**src/logic/tlim_cfg.svh**
```systemverilog
// Offsets, field positions and reset values of the limit interrupt block
`ifndef TLIM_CFG_SVH
`define TLIM_CFG_SVH

`define TLIM_OFF_STATUS 8'h02
`define TLIM_OFF_MASK 8'h04

`define TLIM_BIT_OS_MODE 7
`define TLIM_BIT_HOT_MODE 6
`define TLIM_BIT_OS_FLAG 5
`define TLIM_BIT_HOT_FLAG 0
`define TLIM_OTHER_LO 1
`define TLIM_OTHER_HI 4
`define TLIM_MASK_HI 5

`define TLIM_MASK_RESET 8'h00
`define TLIM_STATUS_RESET 8'h00
`define TLIM_RDATA_UNMAPPED 8'h00

`endif

```
**src/logic/tlim_pkg.sv**
```systemverilog
// Types shared by the limit interrupt block
package tlim_pkg;

    // Comparison results handed over with each finished conversion
    typedef struct packed {
        logic over;
        logic below_hyst;
    } tlim_cmp_t;

    // One register access from the serial interface
    typedef struct packed {
        logic [7:0] addr;
        logic wr;
        logic rd;
        logic [7:0] wdata;
    } tlim_reg_req_t;

endpackage

```
**src/logic/tlim_chan.sv**
```systemverilog
// One temperature comparison: repeating or one-shot status flag
`timescale 1ns/1ps
module tlim_chan (
    input wire logic ref_clk,
    input wire logic rst,
    input wire logic conv_done,
    input wire tlim_pkg::tlim_cmp_t cmp,
    input wire logic one_shot,
    input wire logic rd_clr,
    output logic flag
);
    logic active;
    logic next_active;
    logic next_flag;
    logic set_evt;

    always_comb begin
        next_active = active;
        if (conv_done) begin
            if (cmp.over) begin
                next_active = 1'b1;
            end else if (cmp.below_hyst) begin
                next_active = 1'b0;
            end
        end
        set_evt = 1'b0;
        if (conv_done && next_active) begin
            // Repeating: every conversion while active; one-shot: only the crossing
            set_evt = one_shot ? !active : 1'b1;
        end
        next_flag = flag;
        if (rd_clr) begin
            next_flag = 1'b0;
        end
        if (set_evt) begin
            next_flag = 1'b1;
        end
    end

    always_ff @(posedge ref_clk) begin
        if (rst) begin
            active <= 1'b0;
            flag <= 1'b0;
        end else begin
            active <= next_active;
            flag <= next_flag;
        end
    end
endmodule

```
**src/logic/tlim_top.sv**
```systemverilog
// Limit interrupt mode select: status, mask and interrupt output
`timescale 1ns/1ps
`include "tlim_cfg.svh"
module tlim_top #(
    parameter int NUM_OTHER = 4
) (
    input wire logic ref_clk,
    input wire logic rst,
    input wire tlim_pkg::tlim_reg_req_t reg_req,
    output logic [7:0] reg_rdata,
    input wire logic conv_done,
    input wire tlim_pkg::tlim_cmp_t os_cmp,
    input wire tlim_pkg::tlim_cmp_t hot_cmp,
    input wire logic [NUM_OTHER-1:0] other_evt,
    output logic int_n
);
    // Register hit decode, used for read and write paths
    function automatic logic reg_hit(
        input tlim_pkg::tlim_reg_req_t req,
        input logic [7:0] off
    );
        reg_hit = req.addr == off;
    endfunction

    logic [7:0] limit_irq_mode_mask;
    logic [7:0] next_mask;
    logic [NUM_OTHER-1:0] other_flag;
    logic [NUM_OTHER-1:0] next_other;
    logic [7:0] next_rdata;
    logic next_int_n;
    logic status_rd;
    logic mask_wr;
    logic mask_rd;
    logic overtemp_output_flag;
    logic hot_flag;
    logic [7:0] status_now;
    logic [1:0] chan_flag;
    logic [1:0] chan_mode;

    tlim_pkg::tlim_cmp_t chan_cmp [2];

    assign chan_cmp[0] = hot_cmp;
    assign chan_cmp[1] = os_cmp;
    assign chan_mode[0] = limit_irq_mode_mask[`TLIM_BIT_HOT_MODE];
    assign chan_mode[1] = limit_irq_mode_mask[`TLIM_BIT_OS_MODE];

    // Index 0 is the hot limit, index 1 the overtemp output limit
    genvar gi;
    generate
        for (gi = 0; gi < 2; gi++) begin : g_chan
            tlim_chan u_chan (
                .ref_clk(ref_clk),
                .rst(rst),
                .conv_done(conv_done),
                .cmp(chan_cmp[gi]),
                .one_shot(chan_mode[gi]),
                .rd_clr(status_rd),
                .flag(chan_flag[gi])
            );
        end
    endgenerate

    assign hot_flag = chan_flag[0];
    assign overtemp_output_flag = chan_flag[1];

    // Register decode
    always_comb begin
        status_rd = reg_req.rd && reg_hit(reg_req, `TLIM_OFF_STATUS);
        mask_rd = reg_req.rd && reg_hit(reg_req, `TLIM_OFF_MASK);
        mask_wr = reg_req.wr && reg_hit(reg_req, `TLIM_OFF_MASK);
    end

    // Status byte as seen by a read
    always_comb begin
        status_now = `TLIM_STATUS_RESET;
        status_now[`TLIM_BIT_OS_FLAG] = overtemp_output_flag;
        status_now[`TLIM_BIT_HOT_FLAG] = hot_flag;
        status_now[`TLIM_OTHER_HI:`TLIM_OTHER_LO] = other_flag;
    end

    // Mask register and other sticky status bits
    always_comb begin
        next_mask = limit_irq_mode_mask;
        if (mask_wr) begin
            next_mask = reg_req.wdata;
        end
        next_other = other_flag;
        if (status_rd) begin
            next_other = '0;
        end
        // A new event in the clearing cycle is kept
        next_other = next_other | other_evt;
    end

    // Read data and interrupt pin
    always_comb begin
        next_rdata = reg_rdata;
        if (status_rd) begin
            next_rdata = status_now;
        end else if (mask_rd) begin
            next_rdata = limit_irq_mode_mask;
        end else if (reg_req.rd) begin
            next_rdata = `TLIM_RDATA_UNMAPPED;
        end
        // Masked flags never reach the pin
        next_int_n = !(|(status_now[`TLIM_MASK_HI:0] &
            ~limit_irq_mode_mask[`TLIM_MASK_HI:0]));
    end

    always_ff @(posedge ref_clk) begin
        if (rst) begin
            limit_irq_mode_mask <= `TLIM_MASK_RESET;
            other_flag <= '0;
            reg_rdata <= `TLIM_RDATA_UNMAPPED;
            int_n <= 1'b1;
        end else begin
            limit_irq_mode_mask <= next_mask;
            other_flag <= next_other;
            reg_rdata <= next_rdata;
            int_n <= next_int_n;
        end
    end
endmodule

```
**config.mk**
```make
export PLATFORM = sky130hd
export DESIGN_NAME = tlim_top
export DESIGN_NICKNAME = d
export VERILOG_FILES = /design/src/logic/tlim_pkg.sv /design/src/logic/tlim_chan.sv /design/src/logic/tlim_top.sv
export VERILOG_INCLUDE_DIRS = /design/src /design/src/logic
export SDC_FILE = /design/constraint.sdc
export NUM_CORES = 1
export LEC_CHECK = 0
export ABC_AREA = 1
export ABC_CLOCK_PERIOD_IN_PS = 1300
export BUFFER_PORTS_ARGS = -buffer_cell sky130_fd_sc_hd__clkbuf_2
export CORE_ASPECT_RATIO = 0.8
export CORE_MARGIN = 2
export CORE_UTILIZATION = 51
export CTS_BUF_LIST = sky130_fd_sc_hd__clkbuf_8
export CTS_CLUSTER_SIZE = 8
export DETAILED_ROUTE_END_ITERATION = 7
export GPL_TIMING_DRIVEN = 0
export PLACE_DENSITY = 0.9
export SLEW_MARGIN = 20
export SYNTH_ARGS = -nofsm -noshare
export SYNTH_HDL_FRONTEND = slang
export SYNTH_SLANG_ARGS = --single-unit
```
**constraint.sdc**
```tcl
create_clock -name ref_clk -period 1.3 [get_ports ref_clk]
set_clock_uncertainty 0.15 [all_clocks]
set_input_delay 0.065 -clock ref_clk [delete_from_list [all_inputs] [get_ports ref_clk]]
set_output_delay 0.065 -clock ref_clk [all_outputs]
set_load 0.03 [all_outputs]
```
[Yosys cells after proc, flatten, opt, wreduce, memory -nomap -nowiden]
Index checks and enable logic that the tools add are counted.
Storage, ports and cells
  register bits: 25
  output and inout bits: 9
  logic and storage cells: 45
Operators by class
  equal/unequal tests: 2
  mux-type cells: 17
  bitwise logic cells: 3
  reductions and logical operators: 14
Operators with widths (number)
  2-to-1 mux 8 bit: 2
  2-to-1 mux 1 bit: 13
  equality test 8 x 2 -> 1 bit, second input constant: 1
  equality test 8 x 3 -> 1 bit, second input constant: 1
  AND 6 bit: 1
  2-to-1 mux 6 bit: 1
  NOT 6 bit: 1
  nonzero test 2 bit: 3
  OR reduction 6 bit: 1
  logical AND 1 bit: 5
  2-to-1 mux 4 bit: 1
  OR 4 bit: 1
  logical NOT 1 bit: 3
  nonzero test 3 bit: 1
  OR reduction 2 bit: 1

[Depth between registers and ports, before layout]
  depth after elaboration: 6
  mapped depth: 8
  depth with buffers taken out: 7

[Hierarchy]
Synthesis repeated with hierarchy kept, for this count alone.
Unflattened totals
  cells, all modules: 159
  area total of the unflattened synthesis: 1237.4 µm²
By module, submodules not included
  tlim_top: times used 1, cells each 133, area each 1052.3 µm², sequential area each 420.4 µm²
  tlim_chan: times used 2, cells each 13, area each 92.6 µm², sequential area each 40.0 µm²

[Worst setup path after synthesis]
No wires, ideal clock.
  path type: register to register
  from: register g_chan[0].u_chan.flag
  to: register int_n
  data arrival time: 0.789 ns
  setup slack: 0.286 ns
  cell stages (with the launch flop): 5
  path buffers: 0
  clock period less this slack: 1.014 ns
  cell sequence: dfxtp_1 inv_1 o22ai_1 or2_2 o21ai_0
On the way
  word-level cells in the longest chain between the ends: 3
Ends and longest elaborated chain
  start: declaration: RTL line tlim_chan.sv:10  | output logic flag
  start signal: assignment: RTL line tlim_chan.sv:46  | flag <= next_flag;
  AND 6 bit: RTL line tlim_top.sv:106  | next_int_n = !(|(status_now[`TLIM_MASK_HI:0] &
  OR reduction 6 bit: RTL line tlim_top.sv:106
  logical NOT 1 bit: RTL line tlim_top.sv:106
  end signal: assignment: RTL line tlim_top.sv:120  | int_n <= next_int_n;
  end: declaration: RTL line tlim_top.sv:15  | output logic int_n
No other way between the ends.
A chain may end at the register's enable or synchronous reset.

[Worst setup path in the final report]
  from: input reg_req[8] (netlist name)
  to: register reg_rdata[2]
On the way
  word-level cells in the longest chain between the ends: 3
  elaborated cells between the ends (all ways): 5
  classes of those cells: 2 x mux; 3 x reduce/logical
Ends and longest elaborated chain
  start: declaration: RTL line tlim_top.sv:9  | input wire tlim_pkg::tlim_reg_req_t reg_req,
  logical AND 1 bit: RTL line tlim_top.sv:69  | mask_rd = reg_req.rd && reg_hit(reg_req, `TLIM_OFF_MASK);
  2-to-1 mux 8 bit: RTL line tlim_top.sv:100  | end else if (mask_rd) begin
  2-to-1 mux 6 bit: RTL line tlim_top.sv:98  | if (status_rd) begin
  end signal: assignment: RTL line tlim_top.sv:114  | reg_rdata <= `TLIM_RDATA_UNMAPPED;
  end signal: assignment: RTL line tlim_top.sv:119  | reg_rdata <= next_rdata;
  end: declaration: RTL line tlim_top.sv:10  | output logic [7:0] reg_rdata,
Parallel ways exist; a longest one is shown, timed or not.

==> out/results.ini <==
[setup_path]
timing.critical_path.slowest_cell_delay_ns=0.53
r2r_cells=3
cp.depth=9
start_kind=input pin
r2r_slack_ns=0.13
worstPathMaxFanout=10
worstSetupPathType=in2reg
crit_arrival_ns=1.27
rr_endpoint=int_n$_SDFF_PP1_
crit_path_end=reg_rdata[2]$_SDFFE_PP0P_
crit_buf_inv=5
r2r_start=limit_irq_mode_mask[1]$_SDFFE_PP0P_
path_cells=dlygate4sd3_1 -> clkbuf_2 -> inv_4 -> nor2_4 -> buf_6 -> nand3_1 -> nand3_1 -> nand2_1 -> inv_1
critical_path.startpoint=reg_req[8]
cp-end-kind=flop
cp.required_ns=1.32
crit_top_cell=nand3_1
critPathSlowestCell=dlygate4sd3_1
crit_family=buffers and inverters

[cells_and_area]
layout-drive-gt1-share_pct=27.8
area_growth_pct=34.8
fin_nets=239
fin_cells=234
final_common_cell=clkbuf_2
diodes=0
most-common-layout-cells=37 x clkbuf_2, 25 x inv_1, 25 x nand2_1, 25 x dfxtp_1, 17 x nand3_1

[placement]
hpwl_um=2010
dp_cells=216
place_congestion=0.884
place_ws_ns=0.0423
io_buffers=37

[sta]
drv_slew=0
fin_crit_sh_pct=95.7
tns_ns=0
setup_ws_ns=0.0554
max_freq_mhz=803
slew_headroom_pct=74.8
layout_min_cycle_time_ns=1.24
hold_viol=0
rsz0062_at_grt=yes
timing.hold.ws_ns=0.0428
setup_violations=0
worstMarginPinSlew_ns=0.378

[global_route]
grt_max_degree=14
antenna_found_initial=0
grt_pass1_vias=1067
gr-total-overflow=0
gr-usage-all-layers_pct=21.9
grt_pass1_wl_um=4370

[synthesis]
synth_fp_nets=183
ys_warn_count=0
yosysSeqAreaShare_pct=42.8
synth_area_mm2=0.00117
synth_cell_types=24
synthTopCellsByArea=dfxtp_1 43%, nand2_1 8.0%, inv_1 7.7%, nand3_1 7.3%, o21ai_0 5.6%
ys_ff_latch=25
synthCells=154
yosys.area.top_type=dfxtp_1
synth.avg_cell_area_um2=7.59
yosys.area.top_type_share_pct=42.8

[die]
fp.coreArea_mm2=0.00216
die_w_um=57.5
io_pins=38
initial_core_util_pct=54.1
die-height_um=46.8
die_area_mm2=0.00269
num_rows=15

[cts]
clockBufferDepth=2
clkSinkCount=25
postCtsSetupRepairBufs=0
cts.clk_slew.worst_paths_ns=0.08
tritoncts=built
h-tree-depth=1
cts_made_buffers=3
clock_latency_ns=0.26
clock-root-buffer=clkbuf_8

[flow_run]
max_cap_violations=0

[power]
p_leak_nw=0.767
peakVddDrop_v=0.000817
p_per_area_mw_per_mm2=912

[outcome]
outcome=completed

[route]
routedWlPerCell_um=11.7
viasPerCell=5.18
drc=0
first_pass_iters=4
num_vias=1213
wl_um=2730
ant_nets=0
first_iter_violations=40

[min_path]
hold_class=in2reg

[state kept, by name, summed over array words and instances, names as in the netlist]
name,flops
reg_rdata,8
int_n,1
limit_irq_mode_mask,8
other_flag,4
g_chan.u_chan.flag,2
g_chan.u_chan.active,2
[cells in the mapped netlist]
cell type  instances
a21oi_1            4
buf_6              2
clkbuf_1           1
dfxtp_1           25
inv_1             24
inv_2              1
inv_4              1
nand2_1           25
nand2_2            2
nand3_1           17
nand3_2            2
nand3_4            1
nor2_1            10
nor2_2             3
nor2_4             3
nor2_8             1
nor3_1             8
nor3_2             1
o2111ai_1          2
o21a_1             2
o21ai_0           13
o21ai_1            2
o22ai_1            3
or2_2              1
[how the worst min path moves through the flow]
| stage | from | to | slack [ns] | depth (start not counted) |
|---|---|---|---|---|
| after floorplan | other_evt[0] | other_flag[0]$_SDFF_PP0_ | 0.03 | 2 |
| after detailed placement | other_evt[3] | other_flag[3]$_SDFF_PP0_ | 0.13 | 3 |
| final | hot_cmp[1] | g_chan[0].u_chan.flag$_SDFFE_PP0P_ | 0.04 | 5 |
| after CTS | rst | limit_irq_mode_mask[6]$_SDFFE_PP0P_ | 0.02 | 4 |
| after global placement | other_evt[2] | other_flag[2]$_SDFF_PP0_ | 0.12 | 3 |
| after global routing | rst | limit_irq_mode_mask[6]$_SDFFE_PP0P_ | 0.05 | 4 |
[cell type report]
cell class	count	area, um^2
timing repair buffer	51	325
fill	166	583
sequential	25	500
clock inverter	1	3.75
buffer	3	26.3
tap	25	31.3
inverter	26	100
clock buffer	3	41.3
multi-input combinational	100	547
[cell families after synthesis]
kind of cell / after synthesis / synth area share, %
compound gates: 26 / 12.5
buf+inv: 29 / 10.8
flops: 25 / 42.8
simple gates: 74 / 33.8
[worst reg2reg max path: stages, from the launching register on]
cell and delay, ns:
dfxtp_1 0.38, o22ai_1 0.10, or2_2 0.29, o21ai_0 0.17
[power breakdown]
group	internal, mW	switching (mW)	total, mW	leakage [nW]
sequential	0.788	0.0117	0.800	0.204
clock	0.211	0.228	0.440	0.0269
combinational	0.0948	0.103	0.198	0.536
total	1.09	0.343	1.44	0.767
[through the flow]
| stage | utilization [%] | power [mW] | cell area (um^2) |
|---|---|---|---|
| after detailed placement | 64.2 | 0.978 | 1390 |
| after global routing | 73.0 | 1.50 | 1580 |
| after floorplan | - | 0.908 | 1170 |
| after global placement | 64.2 | 0.970 | 1390 |
| final | 73.0 | 1.44 | 1580 |
| after CTS | 72.8 | 1.44 | 1570 |
[repair_timing]
item                                    4_1_cts  5_1_grt
hold buffers                                 14        0
hold endpoints to repair                     15        0
resized for setup                             0        1
endpoints found under the setup margin        0        9
[layer usage]
layer	track usage (%)	share of wire, %	routed length (um)	up-vias
met2	39.5	49	1340	48
met1	25.6	43	1180	546
met4	7.91	1.3	36	0
li1	-	-	-	613
met5	0	0	0	-
met3	6.06	6.4	174	6
Note: power is estimated with default switching activity, not from simulation.
